**src/swdr_pkg.sv**
```systemverilog
// shared constants and carriers for the switch diagnostic readback block
// assumes a 16-bit serial frame and two channel banks
package swdr_pkg;

  localparam int NUM_CH = 2;
  localparam logic [4:0] FRAME_BITS = 5'h10;

  // register select codes, low three address bits; ADDR_RESET covers the full 4-bit address
  localparam logic [2:0] ADDR_STATUS = 3'h0;
  localparam logic [2:0] ADDR_FAULT = 3'h1;
  localparam logic [2:0] ADDR_PWM = 3'h2;
  localparam logic [2:0] ADDR_CONF = 3'h3;
  localparam logic [2:0] ADDR_OCR = 3'h4;
  localparam logic [2:0] ADDR_RETRY = 3'h5;
  localparam logic [2:0] ADDR_GCR = 3'h6;
  localparam logic [2:0] ADDR_DIAG = 3'h7;
  localparam logic [3:0] ADDR_RESET = 4'h0;

  // incoming frame layout
  localparam int SI_WD_BIT = 15;
  localparam int SI_BANK_BIT = 13;
  localparam logic [2:0] SI_SELECT_TAG = 3'h0;

  // outgoing frame layout
  localparam int SO_WD_BIT = 15;
  localparam int SO_PERR_BIT = 14;
  localparam int SO_ECHO_LSB = 10;
  localparam int SO_NM_BIT = 9;

  // fault register fields
  localparam int FLT_OC_BIT = 0;
  localparam int FLT_SC_BIT = 1;
  localparam int FLT_OS_BIT = 3;
  localparam int FLT_OLOFF_BIT = 4;
  localparam int FLT_OLON_BIT = 5;
  localparam int FLT_OTW_BIT = 8;
  // flag vector order inside a channel: olon, oloff, os, sc, oc
  localparam logic [4:0] LATCHED_MASK = 5'h03;

  // open-load-on thresholds per sense ratio, milliamps
  localparam int OLON_THR_HIGH_MA = 150;
  localparam int OLON_THR_LOW_MA = 7;

  // diagnostic fields; the product code value is arbitrary
  localparam logic [1:0] PRODUCT_CODE = 2'h2;
  localparam int DIAG_LOAD_TYPE_PIN_CH1_BIT = 8;
  localparam int DIAG_LOAD_TYPE_PIN_CH0_BIT = 7;
  localparam int DIAG_ID_LSB = 5;
  localparam int DIAG_IN1_BIT = 4;
  localparam int DIAG_IN0_BIT = 3;
  localparam int DIAG_CLKERR_BIT = 2;

  localparam int NUM_SYNC = 7;

  typedef struct packed {
    logic below_high_thr;
    logic below_low_thr;
    logic open_load_off;
    logic output_to_supply;
    logic severe_short;
    logic overcurrent;
  } swdr_cause_t;

  typedef struct packed {
    logic [8:0] pwm;
    logic [8:0] conf;
    logic [8:0] ocr;
    logic offset_positive;
    logic [3:0] retry_count;
    logic [3:0] retry_cfg;
  } swdr_chan_rb_t;

endpackage

```
**src/swdr_fault_chan.sv**
```systemverilog
// one channel's fault flags with latching and clear-on-read
// assumes read_clr_i and delatch_i are one-cycle pulses on clk_sys_i
`timescale 1ns/1ns
module swdr_fault_chan
  import swdr_pkg::*;
(
  input wire logic clk_sys_i,
  input wire logic reset_i,
  input wire logic ce_i,
  input wire logic [4:0] cause_i,
  input wire logic delatch_i,
  input wire logic read_clr_i,
  output logic [4:0] flags_o
);

  logic [4:0] latch_q;
  logic [4:0] latch_d;
  logic [4:0] flag_q;
  logic [4:0] flag_d;
  logic [4:0] cause_held;

  // latched causes survive until delatch; a new cause still wins
  assign latch_d = (latch_q & ~{5{delatch_i}}) | (cause_i & LATCHED_MASK);
  assign cause_held = cause_i | latch_q;
  // read clears only causes that are gone; set beats clear
  assign flag_d = (flag_q & ~({5{read_clr_i}} & ~cause_held)) | cause_i;
  assign flags_o = flag_q;

  always_ff @(posedge clk_sys_i) begin
    if (reset_i) begin
      latch_q <= 5'h00;
      flag_q <= 5'h00;
    end else if (ce_i) begin
      latch_q <= latch_d;
      flag_q <= flag_d;
    end
  end

  // a newly latched cause may join; only the old latched bits must stay
  latch_hold_a: assert property (
    @(posedge clk_sys_i) disable iff (reset_i)
    ce_i && !delatch_i && (latch_q[0] || latch_q[1]) |=>
      (flag_q & $past(latch_q) & LATCHED_MASK) ==
      ($past(latch_q) & LATCHED_MASK))
    else $error("latched fault dropped without delatch");

  unread_keep_a: assert property (
    @(posedge clk_sys_i) disable iff (reset_i)
    ce_i && !read_clr_i |=> (flag_q & $past(flag_q)) == $past(flag_q))
    else $error("fault flag lost without a read");

  read_clear_a: assert property (
    @(posedge clk_sys_i) disable iff (reset_i)
    ce_i && read_clr_i && cause_i == 5'h00 && latch_q == 5'h00 |=>
      flag_q == 5'h00)
    else $error("fault register not cleared by read");

endmodule

```
**src/swdr_readback.sv**
```systemverilog
// serial readback of the switch fault, retry, config and diagnostic registers
// assumes the serial pins and strap pins are asynchronous to clk_sys_i;
// register contents and fault causes come from core logic on clk_sys_i
`timescale 1ns/1ns
//
// Contract
// - prewarning sets both fault registers, outputs untouched
// - reading either fault register clears both prewarnings
// - fault register bank follows previous address bank bit
// - bit0 overcurrent, bit1 severe short circuit
// - bit3 supply short, bit4 open off, bit5 open on
// - open-on threshold follows selected sense ratio
// - fault status pin low on any channel fault
// - latched faults clear only by delatching
// - read clears faults whose cause has gone
// - pwm, conf, overcurrent readback from addressed bank
// - retry readback: offset bit8, counter bits7..4
// - zero counter means no retry or disabled
// - global configuration readback ignores bank bit
// - diag bits 8,7 show load-type pins
// - diag bits 6,5 hold fixed product code
// - diag bits 4,3 show live direct inputs
// - diag bit2 flags external clock error
// - diag bits 1,0 flag calibration failure
// - address one frame, data out next frame
// - frame top: watchdog, parity error, address echo
// - frame bit9 shows normal mode
module swdr_readback
  import swdr_pkg::*;
(
  input wire logic clk_sys_i,
  input wire logic reset_i,
  input wire logic ce_i,
  input wire logic sclk_i,
  input wire logic csb_n_i,
  input wire logic si_i,
  output logic so_o,
  output logic so_oe_n_o,
  output logic fault_status_n_o,
  input wire logic overtemp_prewarning_i,
  input wire swdr_cause_t [NUM_CH-1:0] fault_cause_i,
  input wire logic [NUM_CH-1:0] delatch_i,
  input wire logic [NUM_CH-1:0] sense_ratio_low_i,
  input wire swdr_chan_rb_t [NUM_CH-1:0] chan_rb_i,
  input wire logic [8:0] gcr_rb_i,
  input wire logic [8:0] status_rb_i,
  input wire logic load_type_pin_ch0_i,
  input wire logic load_type_pin_ch1_i,
  input wire logic [NUM_CH-1:0] direct_in_i,
  input wire logic ext_clk_sel_i,
  input wire logic ext_clk_err_i,
  input wire logic [NUM_CH-1:0] cal_fail_i,
  input wire logic normal_mode_i
);

  // pin synchronisers; stage one feeds only stage two
  logic [NUM_SYNC-1:0] sync1_q;
  logic [NUM_SYNC-1:0] sync2_q;
  wire [NUM_SYNC-1:0] pins_raw = {sclk_i, csb_n_i, si_i, load_type_pin_ch0_i,
                                  load_type_pin_ch1_i, direct_in_i};

  always_ff @(posedge clk_sys_i) begin
    if (reset_i) begin
      sync1_q <= 7'h30;
      sync2_q <= 7'h30;
    end else if (ce_i) begin
      sync1_q <= pins_raw;
      sync2_q <= sync1_q;
    end
  end

  wire sclk_s = sync2_q[6];
  wire csb_s = sync2_q[5];
  wire si_s = sync2_q[4];
  wire load_type_pin_ch0_s = sync2_q[3];
  wire load_type_pin_ch1_s = sync2_q[2];
  wire [1:0] din_s = sync2_q[1:0];

  // frame state
  logic sclk_prev_q;
  logic csb_prev_q;
  logic [15:0] shift_out_q;
  logic [15:0] shift_in_q;
  logic [4:0] bit_cnt_q;
  logic [3:0] soa_q;
  logic [3:0] out_sel_q;
  logic wd_prev_q;
  logic perr_q;
  logic so_q;
  logic so_oe_n_q;
  logic [NUM_CH-1:0] read_clr_q;
  logic otw_q;
  logic fsn_q;

  wire active = !csb_s;
  wire csb_fall = csb_prev_q && !csb_s;
  wire csb_rise = !csb_prev_q && csb_s;
  wire sclk_rise = active && !sclk_prev_q && sclk_s;
  wire sclk_fall = active && sclk_prev_q && !sclk_s;
  // a short or long frame is invalid and leaves the address alone
  wire frame_ok = csb_rise && (bit_cnt_q == FRAME_BITS);
  wire parity_good = ^shift_in_q; // odd parity over the whole word
  wire select_frame = shift_in_q[12:10] == SI_SELECT_TAG;
  wire take_addr = frame_ok && parity_good && select_frame;
  wire [3:0] new_addr = {shift_in_q[SI_BANK_BIT], shift_in_q[2:0]};
  wire fault_read = frame_ok && (out_sel_q[2:0] == ADDR_FAULT);
  wire [NUM_CH-1:0] read_clr_d = {NUM_CH{fault_read}} &
                                 {out_sel_q[3], !out_sel_q[3]};

  // fault flags per channel
  logic [4:0] cause_vec [NUM_CH];
  logic [4:0] flags [NUM_CH];
  logic [8:0] fault_word [NUM_CH];
  logic [8:0] retry_word [NUM_CH];

  genvar ch;
  generate
    for (ch = 0; ch < NUM_CH; ch++) begin : g_ch
      // open-on threshold picked by sense ratio; comparators sit outside
      wire olon = sense_ratio_low_i[ch] ? fault_cause_i[ch].below_low_thr
                                        : fault_cause_i[ch].below_high_thr;
      assign cause_vec[ch] = {olon, fault_cause_i[ch].open_load_off,
                              fault_cause_i[ch].output_to_supply,
                              fault_cause_i[ch].severe_short,
                              fault_cause_i[ch].overcurrent};

      swdr_fault_chan u_fault (
        .clk_sys_i(clk_sys_i),
        .reset_i(reset_i),
        .ce_i(ce_i),
        .cause_i(cause_vec[ch]),
        .delatch_i(delatch_i[ch]),
        .read_clr_i(read_clr_q[ch]),
        .flags_o(flags[ch])
      );

      assign fault_word[ch] = {otw_q, 2'h0, flags[ch][4:2], 1'b0,
                               flags[ch][1:0]};
      // counter passes straight through; zero means none or disabled
      assign retry_word[ch] = {chan_rb_i[ch].offset_positive,
                               chan_rb_i[ch].retry_count,
                               chan_rb_i[ch].retry_cfg};
    end
  endgenerate

  // prewarning is common: one flag shows in both banks, never gates outputs
  wire otw_d = overtemp_prewarning_i || (otw_q && !(|read_clr_q));
  wire any_fault = (|flags[0]) || (|flags[1]);

  wire [8:0] diag_word = {load_type_pin_ch1_s, load_type_pin_ch0_s, PRODUCT_CODE, din_s[1], din_s[0],
                          ext_clk_sel_i && ext_clk_err_i, cal_fail_i};

  // register select for the next frame
  wire bank = soa_q[3];
  logic [8:0] reg_data;
  always_comb begin
    case (soa_q[2:0])
      ADDR_STATUS: reg_data = status_rb_i;
      ADDR_FAULT: reg_data = fault_word[bank];
      ADDR_PWM: reg_data = chan_rb_i[bank].pwm;
      ADDR_CONF: reg_data = chan_rb_i[bank].conf;
      ADDR_OCR: reg_data = chan_rb_i[bank].ocr;
      ADDR_RETRY: reg_data = retry_word[bank];
      ADDR_GCR: reg_data = gcr_rb_i;
      ADDR_DIAG: reg_data = diag_word;
      default: reg_data = 9'h000;
    endcase
  end

  wire [15:0] out_word = {wd_prev_q, perr_q, soa_q, normal_mode_i,
                          reg_data};

  always_ff @(posedge clk_sys_i) begin
    if (reset_i) begin
      sclk_prev_q <= 1'b0;
      csb_prev_q <= 1'b1;
    end else if (ce_i) begin
      sclk_prev_q <= sclk_s;
      csb_prev_q <= csb_s;
    end
  end

  // shift out on sclk rise, sample on sclk fall
  always_ff @(posedge clk_sys_i) begin
    if (reset_i) begin
      shift_out_q <= 16'h0000;
      out_sel_q <= ADDR_RESET;
      so_q <= 1'b0;
    end else if (ce_i) begin
      if (csb_fall) begin
        shift_out_q <= out_word;
        out_sel_q <= soa_q;
      end else if (sclk_rise) begin
        so_q <= shift_out_q[15];
        shift_out_q <= {shift_out_q[14:0], 1'b0};
      end
    end
  end

  always_ff @(posedge clk_sys_i) begin
    if (reset_i) begin
      shift_in_q <= 16'h0000;
      bit_cnt_q <= 5'h00;
    end else if (ce_i) begin
      if (csb_fall) begin
        bit_cnt_q <= 5'h00;
      end else if (sclk_fall) begin
        shift_in_q <= {shift_in_q[14:0], si_s};
        if (bit_cnt_q <= FRAME_BITS) begin
          bit_cnt_q <= bit_cnt_q + 5'h01;
        end
      end
    end
  end

  // frame end: commit address and header bits of the next answer
  always_ff @(posedge clk_sys_i) begin
    if (reset_i) begin
      soa_q <= ADDR_RESET;
      wd_prev_q <= 1'b0;
      perr_q <= 1'b0;
    end else if (ce_i && frame_ok) begin
      wd_prev_q <= shift_in_q[SI_WD_BIT];
      perr_q <= !parity_good;
      if (take_addr) begin
        soa_q <= new_addr;
      end
    end
  end

  always_ff @(posedge clk_sys_i) begin
    if (reset_i) begin
      read_clr_q <= 2'h0;
      otw_q <= 1'b0;
      fsn_q <= 1'b1;
      so_oe_n_q <= 1'b1;
    end else if (ce_i) begin
      read_clr_q <= read_clr_d;
      otw_q <= otw_d;
      fsn_q <= !any_fault;
      so_oe_n_q <= !active;
    end
  end

  assign so_o = so_q;
  assign so_oe_n_o = so_oe_n_q;
  assign fault_status_n_o = fsn_q;

  otw_both_a: assert property (
    @(posedge clk_sys_i) disable iff (reset_i)
    ce_i && overtemp_prewarning_i |=>
      fault_word[0][FLT_OTW_BIT] && fault_word[1][FLT_OTW_BIT])
    else $error("prewarning not set in both fault registers");

  otw_clear_a: assert property (
    @(posedge clk_sys_i) disable iff (reset_i)
    ce_i && (|read_clr_q) && !overtemp_prewarning_i |=> !otw_q)
    else $error("prewarning survived a fault read");

  fault_pin_a: assert property (
    @(posedge clk_sys_i) disable iff (reset_i)
    ce_i && any_fault |=> !fault_status_n_o)
    else $error("fault status pin not low on fault");

  frame_load_a: assert property (
    @(posedge clk_sys_i) disable iff (reset_i)
    ce_i && csb_fall |=>
      shift_out_q == $past(out_word) && out_sel_q == $past(soa_q))
    else $error("answer frame not loaded at select");

  oe_follow_a: assert property (
    @(posedge clk_sys_i) disable iff (reset_i)
    ce_i |=> so_oe_n_o == $past(csb_s))
    else $error("data output enable not following select");

  addr_echo_a: assert property (
    @(posedge clk_sys_i) disable iff (reset_i)
    ce_i && take_addr |=> out_word[13:10] == $past(new_addr))
    else $error("address echo wrong");

  parity_flag_a: assert property (
    @(posedge clk_sys_i) disable iff (reset_i)
    ce_i && frame_ok |=> perr_q == !$past(parity_good))
    else $error("parity error flag wrong");

  bad_frame_a: assert property (
    @(posedge clk_sys_i) disable iff (reset_i)
    ce_i && csb_rise && !frame_ok |=> $stable(soa_q) && $stable(perr_q))
    else $error("invalid frame changed state");

  nm_bit_a: assert property (
    @(posedge clk_sys_i) disable iff (reset_i)
    ce_i && csb_fall && normal_mode_i |=> shift_out_q[SO_NM_BIT])
    else $error("normal mode bit missing");

  fault_clr_a: assert property (
    @(posedge clk_sys_i) disable iff (reset_i)
    ce_i && fault_read |=>
      read_clr_q[$past(out_sel_q[3])] && $onehot(read_clr_q))
    else $error("fault read did not clear addressed bank");

  fault_bank_a: assert property (
    @(posedge clk_sys_i) disable iff (reset_i)
    ce_i && csb_fall && soa_q[2:0] == ADDR_FAULT |=>
      shift_out_q[5:0] == $past(fault_word[bank][5:0]))
    else $error("fault register from wrong bank");

  retry_map_a: assert property (
    @(posedge clk_sys_i) disable iff (reset_i)
    ce_i && csb_fall && soa_q[2:0] == ADDR_RETRY |=>
      shift_out_q[8:4] == $past({chan_rb_i[bank].offset_positive,
                                 chan_rb_i[bank].retry_count}))
    else $error("retry readback fields wrong");

  gcr_common_a: assert property (
    @(posedge clk_sys_i) disable iff (reset_i)
    ce_i && csb_fall && soa_q[2:0] == ADDR_GCR |=>
      shift_out_q[8:0] == $past(gcr_rb_i))
    else $error("global configuration readback wrong");

  diag_id_a: assert property (
    @(posedge clk_sys_i) disable iff (reset_i)
    ce_i && csb_fall && soa_q[2:0] == ADDR_DIAG |=>
      shift_out_q[DIAG_ID_LSB+1:DIAG_ID_LSB] == PRODUCT_CODE)
    else $error("product code wrong");

  diag_din_a: assert property (
    @(posedge clk_sys_i) disable iff (reset_i)
    ce_i && csb_fall && soa_q[2:0] == ADDR_DIAG |=>
      shift_out_q[DIAG_IN1_BIT:DIAG_IN0_BIT] == $past(din_s))
    else $error("direct input state wrong");

  cov_fault_read_c: cover property (
    @(posedge clk_sys_i) fault_read && any_fault);
  cov_parity_err_c: cover property (
    @(posedge clk_sys_i) frame_ok && !parity_good);
  cov_diag_c: cover property (
    @(posedge clk_sys_i) take_addr && new_addr[2:0] == ADDR_DIAG);
  cov_bank1_c: cover property (
    @(posedge clk_sys_i) csb_fall && soa_q == 4'h9);
  // low ratio open-on seen in bank 1
  cov_ratio_c: cover property (
    @(posedge clk_sys_i) sense_ratio_low_i[1] && flags[1][4]);

endmodule

```
**config.mk**
```make
export PLATFORM = sky130hd
export DESIGN_NAME = swdr_readback
export DESIGN_NICKNAME = d
export VERILOG_FILES = /design/src/swdr_pkg.sv /design/src/swdr_fault_chan.sv /design/src/swdr_readback.sv
export SDC_FILE = /design/constraint.sdc
export NUM_CORES = 1
export LEC_CHECK = 0
export BUFFER_PORTS_ARGS = -buffer_cell sky130_fd_sc_hd__buf_2
export CORE_AREA = 2 2 102 104
export CTS_CLUSTER_DIAMETER = 80
export DETAILED_ROUTE_END_ITERATION = 8
export DIE_AREA = 0 0 104 106
export PLACE_DENSITY = 0.75
export SLEW_MARGIN = 20
export SYNTH_ARGS = -nofsm -noshare
export SYNTH_HDL_FRONTEND = slang
export SYNTH_SLANG_ARGS = --single-unit
```
**constraint.sdc**
```tcl
create_clock -name clk_sys_i -period 1.72 [get_ports clk_sys_i]
set_input_delay 0.172 -clock clk_sys_i [delete_from_list [all_inputs] [get_ports clk_sys_i]]
set_output_delay 0.172 -clock clk_sys_i [all_outputs]
set_load 0.03 [all_outputs]
```
==> run metrics, run 1 <==
status finished with violations; failing checks setup timing; gr ovfl total 0; clock share of power 34.8%; PwrDens 639.1 nW/um^2; maxcap violations 0; clk root buf clkbuf_8; met2 wire length 6794 microns; WP data required 1960 ps; TritonCTS clock tree yes; DP Worst Slack -199.5 ps; cell area after layout 6217 sq um; Final min period 1957 ps; sw power 1.087 mW; Detail Route Antenna Nets 0; 1st-pass router iterations 5; ANT cells 0; peak supply drop 603.9 uV; Final Worst Setup Slack -237.2 ps; drt wl/cell 15.96 microns; Slew headroom 55.52%; max incr delay on CP 440 ps; Core Rows 37; global-route wire length before repair 22360 microns; total CTS buffers 9; period utilisation layout 113.8%; vias per cell 5.615; final-report max-slew violation count 0; register bit total from synthesis 88; clock slew at the register clock pins of the worst setup and hold paths 100 ps; hold buffers post-CTS 0; CP max-delay cell xnor3_2; Sink Count 88; Worst-Margin Slew 667.1 ps; Clock Path Buffers 2; First DRT Iteration DRCs 298; Buf/Inv on CP 0; Netlist cell types 59; switch share 27.36%; final hold viol count 0; Internal 2.887 mW; uppermost layer routed met4; clock skew 12.12 ps; initial antenna violation count 0; Crit. End Element flop; Top cell by count, worst path xnor3_2; fmax 510.9 MHz; Syn Nets 681; H-Tree Depth 3; Cells after Synth 556; RSZ-0062 raised after global routing yes; Seq/Total Area, Yosys 38.11%; Worst Hold Class in -> reg; yosys warns 0; area grow syn2layout 34.48%; DRC 0; Global Route Usage Sum 24.81%; FFs w/ async S/R, synth 0%; vias in the first global route 4765; worst-path cell chain xnor3_1 -> xnor3_2 -> xnor3_2 -> o31ai_2 -> a21oi_1; largest net degree at the start of global routing 33; met1 wire length 5707 microns; Routed met3 length 831 microns; CP Launch Type flop; Register-to-Register Setup Slack -240 ps; io pins 125; vias post-DR 4823; combinational fraction of design power 11.3%; Clk Latency, worst-skew pair 360 ps; Static Leak 2.477 nW; WL final 13710 microns; routability cong. 0.8909; die height 106 microns; proportion of layout cells with a drive suffix above 1 37.90%; I/O Buffers 124; Syn Std Cell Area 4623 sq um; Post-synth EDFFs 0; Die X 104 microns; Setup CP Type reg -> reg; Core Box Area 10000 sq um; CP top delay family XOR/XNOR gates; dpl hpwl 10050 microns; net count reported at finish 843; Die ar. 11020 sq um; WP data arrival 2200 ps; Core Util, Final 62.17%; Avg Cell Area, Syn 8.315 sq um; Initial Utilization 46.23%; dpl cell area 5682 sq um; Flop pwr share 53.9%; Final setup viols 12; Primary FF master, synth dfxtp_1; critical path fanouts, max 4
-- repair_timing --
item                       4_1_cts  5_1_grt
setup endpoints to repair       17       22
gates resized for setup         32       32
gates cloned                     1        0
pin swaps                       15       15
buffers inserted                 6        5
hold endpoints to repair         0        0
-- cell families (layout without fill, tap and decap cells) --
kind of cell / after synthesis / after routing / synth area share (%)
buf+inv: 52 / 218 / 5.007
simple gates: 196 / 196 / 20.79
xor+xnor: 13 / 14 / 3.383
compound gates: 165 / 165 / 22.68
fa+ha+maj: 3 / 3 / 0.8120
mux: 39 / 39 / 9.229
flops: 88 / 88 / 38.11
-- flip-flops by register name, indices dropped and copies added (netlist names) --
| register | count |
|---|---|
| shift_out_q | 16 |
| sync2_q | 7 |
| so_oe_n_o | 1 |
| shift_in_q | 16 |
| perr_q | 1 |
| wd_prev_q | 1 |
| bit_cnt_q | 5 |
| out_sel_q | 4 |
| fault_status_n_o | 1 |
| read_clr_q | 2 |
| g_ch.u_fault.flags_o | 10 |
| g_ch.u_fault.latch_q | 10 |
| otw_q | 1 |
| sclk_prev_q | 1 |
| sync1_q | 7 |
| so_o | 1 |
| soa_q | 4 |
-- cell usage in the layout (no fill, tap or decap), types with 4 or more instances in the layout --
cell	Yosys	routed
inv_6	0	4
xnor2_1	8	5
buf_6	2	7
dfxtp_2	0	8
o211ai_1	5	5
nor2_1	50	48
a211o_1	5	5
buf_4	2	58
a211oi_1	4	4
mux2i_1	28	27
nor3_1	6	5
a311oi_1	14	13
clkbuf_8	0	9
nor2b_1	11	9
nand2b_1	8	8
o21ai_0	41	40
inv_1	8	5
nand2_1	78	77
and2_1	9	9
nand3_1	5	5
buf_2	11	124
a21oi_1	57	54
and3b_1	7	6
dfxtp_1	88	77
a221oi_1	9	7
mux2_2	9	9
nand4b_1	5	5
-- worst paths after layout --
check	endpoint	from	cells past startpoint
setup / recovery	soa_q[0]	shift_in_q[7]	5
hold / removal	sync1_q[4]	si_i	2
setup reg to reg	soa_q[0]	shift_in_q[7]	5
hold reg to reg	shift_in_q[0]	sync2_q[4]	2
-- cells in the mapped netlist (all sizes together), types with 4 or more instances --
library cell	n	share of area, %
dfxtp	88	38
nand2	78	6.3
a21oi	57	6.2
nor2	50	4.1
o21ai	41	4.4
mux2i	28	6.1
clkbuf	22	1.8
buf	21	2.5
a311oi	14	2.7
nor2b	11	1.5
a221oi	9	1.7
and2	9	1.2
mux2	9	2.2
inv	8	0.65
nand2b	8	1.1
xnor2	8	1.5
and3b	7	1.3
nor3	6	0.65
a211o	5	0.95
nand3	5	0.54
nand4b	5	0.95
o211ai	5	0.81
o31ai	5	0.81
a211oi	4	0.65
nor4	4	0.87
-- routing by layer --
layer  vias to the layer above  GRT usage (%)
met5                         -              0
met4                         0          8.398
met3                        39          3.617
met2                       187          44.45
met1                      2269          30.55
li1                       2328              -
-- cell type report --
class	instances	area, sq um
Multi-Input combinational cell	417	2834
Clock buffer	9	123.9
Clock inverter	7	66.31
Inverter	9	35.03
Timing Repair Buffer	193	1205
Tap cell	136	170.2
Sequential cell	88	1783
Fill cell	883	3782
-- through the flow --
step	hold slack [ps]	setup TNS [ps]	cells	power [mW]
global placement	375.1	-1128	831	2.615
detailed placement	381.6	-1730	831	2.630
finish	12.47	-1211	859	3.974
global route	20.03	-2449	859	4.154
floorplan	289.9	-418.5	556	2.392
CTS	7.351	-1249	854	3.988
-- power by group through the flow --
stage	registers [mW]	clock network (mW)	logic (mW)
after global routing	2.15	1.51	0.498
after CTS	2.14	1.40	0.444
after floorplan	2.18	0	0.210
after detailed placement	2.19	0	0.439
after global placement	2.19	0	0.427
final	2.14	1.38	0.451
No activity file was read; power rests on OpenSTA's default activity.
==> run 2, diff against run 1 <==
- ABC_AREA: default -> 1
- CORE_AREA: 2 2 102 104 -> 2 2 103 105
- DIE_AREA: 0 0 104 106 -> 0 0 105 107
==> run 2 against run 1 <==
Net effect: the flow now finishes without violations; routed wire length down 8.1%; worst hold slack better by 5.3 ps; combinational power is 6.0% higher; maximum frequency is 26% higher; total power grew 3.6%; clock-buffer cell count is 2 higher; highest routed layer unchanged; largest cell class unchanged; synthesized cell count up 36%; core utilization decreased by 4.6 points; via count up 7.2%; final area shrank 6.6%.
==> run metrics, run 2 <==
Die ar. 11240 sq um; Setup Buffers After CTS 0; max incr delay on CP 340 ps; Crit. End Element flop; leading registers by flop count shift_in_q x16, shift_out_q x16; Buf/Inv on CP 4; worst-path cell chain inv_2 -> ha_4 -> inv_1 -> nand2_1 -> nand2_1 -> nand2_1 -> nand2_1 -> nand2_1 -> nand2_2 -> inv_1 -> nand2_4 -> nand3_4 -> nand2_1 -> inv_1 -> nor2_1; Hold WS 17.80 ps; drt wl/cell 12.40 microns; WL final 12600 microns; FFs w/ async S/R, synth 0%; TritonCTS clock tree yes; final-report max-slew violation count 0; Register-to-Register Setup Slack 160 ps; yosys warns 0; largest net degree at the start of global routing 51; gr ovfl total 0; final hold viol count 0; Reg2Reg Depth 15; Fillers 1020; die height 107 microns; WHS Endpoint sync1_q[5]; Final Worst Setup Slack 161.5 ps; Cells after Synth 756; Global Route Usage Sum 22.89%; I/O Buffers 124; maxcap violations 0; post-synth top area share 37.00%; vias in the first global route 4612; Clock Path Buffers 2; Syn Nets 881; 1st-pass router iterations 6; WP data arrival 1850 ps; critical path fanouts, max 6; PwrDens 708.4 nW/um^2; worst r2r dst soa_q[2]; r2r startpoint shift_in_q[10]; Avg Cell Area, Syn 6.297 sq um; Seq/Total Area, Yosys 37.00%; Die X 105 microns; vias per cell 5.087; First DRT Iteration DRCs 328; H-Tree Depth 3; Final min period 1558 ps; Tot Pwr 4.115 mW; commonest non-fill, non-tap cells in the layout nand2_1 (306), buf_2 (124), dfxtp_1 (86); Worst-Margin Slew 420.7 ps; status finished, final reports clean; proportion of layout cells with a drive suffix above 1 21.70%; initial antenna violation count 0; register bit total from synthesis 88; Commonest cells post-synth nand2_1 (309), dfxtp_1 (88), a21oi_1 (82); clock skew 8.920 ps; clk root buf clkbuf_8; vias post-DR 5168; CP top delay family simple AND/OR/NAND/NOR gates; WHS Path Cells 3; total CTS buffers 9; register area 1764 sq um; area grow syn2layout 22.02%; most common cell in the netlist nand2_1; CP max-delay cell dfxtp_2; global-route wire length before repair 21110 microns; Netlist cell types 36; Static Leak 2.781 nW; Initial Utilization 47.17%; Clk Latency, worst-skew pair 360 ps; cell area after layout 5809 sq um; Worst Hold Class in -> reg; clock slew at the register clock pins of the worst setup and hold paths 90 ps; Primary FF master, synth dfxtp_1; min-delay src csb_n_i; Synth area leaders dfxtp_1 (37%), nand2_1 (24%), a21oi_1 (8.6%); peak supply drop 528.2 uV; CP Launch Type flop; io pins 125; Slew headroom 71.86%; WP data required 2010 ps; Sink Count 88; dpl cell area 5564 sq um; routability cong. 0.8492; Core Box Area 10090 sq um; Post-synth EDFFs 0; Core Rows 37; Final setup viols 0; net count reported at finish 1001; Syn Std Cell Area 4761 sq um; period utilisation layout 90.61%; ANT cells 0; dpl hpwl 9269 microns; Top cell by count, worst path nand2_1; Setup CP Type reg -> reg; commonest non-fill, non-tap cell in the layout nand2_1; area used by multi-input combinational logic 2623 sq um; DP Worst Slack -15.59 ps; Detail Route Antenna Nets 0; DRC 0; fmax 641.7 MHz; area leader, netlist dfxtp_1
-- run 2: changes by cell type after synthesis, moves of 13 or more --
cell | previous run | this run
nand2_1 | 78 | 309
inv_1 | 8 | 51
mux2i_1 | 28 | 0
a21oi_1 | 57 | 82
nand3_1 | 5 | 27
nor2_1 | 50 | 35
a311oi_1 | 14 | 0
o21ai_1 | 0 | 13
-- run 2: how the worst max path moves through the flow --
stage	startpoint	endpoint	slack, ps	depth (start not counted)
after floorplan	so_oe_n_o	bit_cnt_q[4]	190	10
after CTS	shift_in_q[10]	soa_q[2]	10	13
after global placement	shift_in_q[10]	soa_q[3]	80	15
after detailed placement	shift_in_q[10]	soa_q[2]	-20	15
final	shift_in_q[10]	soa_q[2]	160	15
after global routing	shift_in_q[10]	soa_q[2]	-8	15
-- run 2: kinds of logic after synthesis --
logic type | synth area share [%]
DFF | 37.00
AOI/OAI and AO/OA | 18.19
adders and majority gates | 0.7885
and+or+nand+nor | 35.32
buffers and inverters | 8.699
-- run 2: repair_timing --
action / CTS / global route
hold buffers: 0 / 0
endpoints found under the setup margin: 4 / 5
resized for setup: 1 / 10
gates cloned: 0 / 0
-- run 2: layout make-up --
class	count	share of cell area, %
inverters	66	4.372
flip-flops and latches	88	30.37
well taps	136	2.929
clock buffers	11	2.606
multi-input cells	569	45.14
repair buffers	142	13.65
clock inverters	4	0.9261
-- run 2: tightest hold or removal path, delay by kind of cell --
kind,cells,cell delay [ps]
buffers and inverters,1,70
and+or+nand+nor,2,100
-- run 2: where the power goes --
group	total [mW]	switching, mW	leakage, nW	internal, mW
clock	1.47	0.727	0.0976	0.745
combinational	0.478	0.261	1.96	0.217
sequential	2.17	0.0514	0.719	2.11
-- run 2: per-layer routing --
metal	vias up	global-route usage (%)	share of wire, %
li1	2679	-	-
met1	2322	30.60	46
met2	149	37.52	46
met3	18	3.465	6.0
met4	0	8.381	1.5
met5	-	0	0
-- run 2: through the flow --
step                      cells  setup TNS, ps  util (%)
after CTS                  1016              0     57.19
final                      1016              0     57.56
after floorplan             756              0         -
after global routing       1016         -7.712     57.56
after detailed placement   1001         -15.59     55.13
after global placement     1001              0     55.13
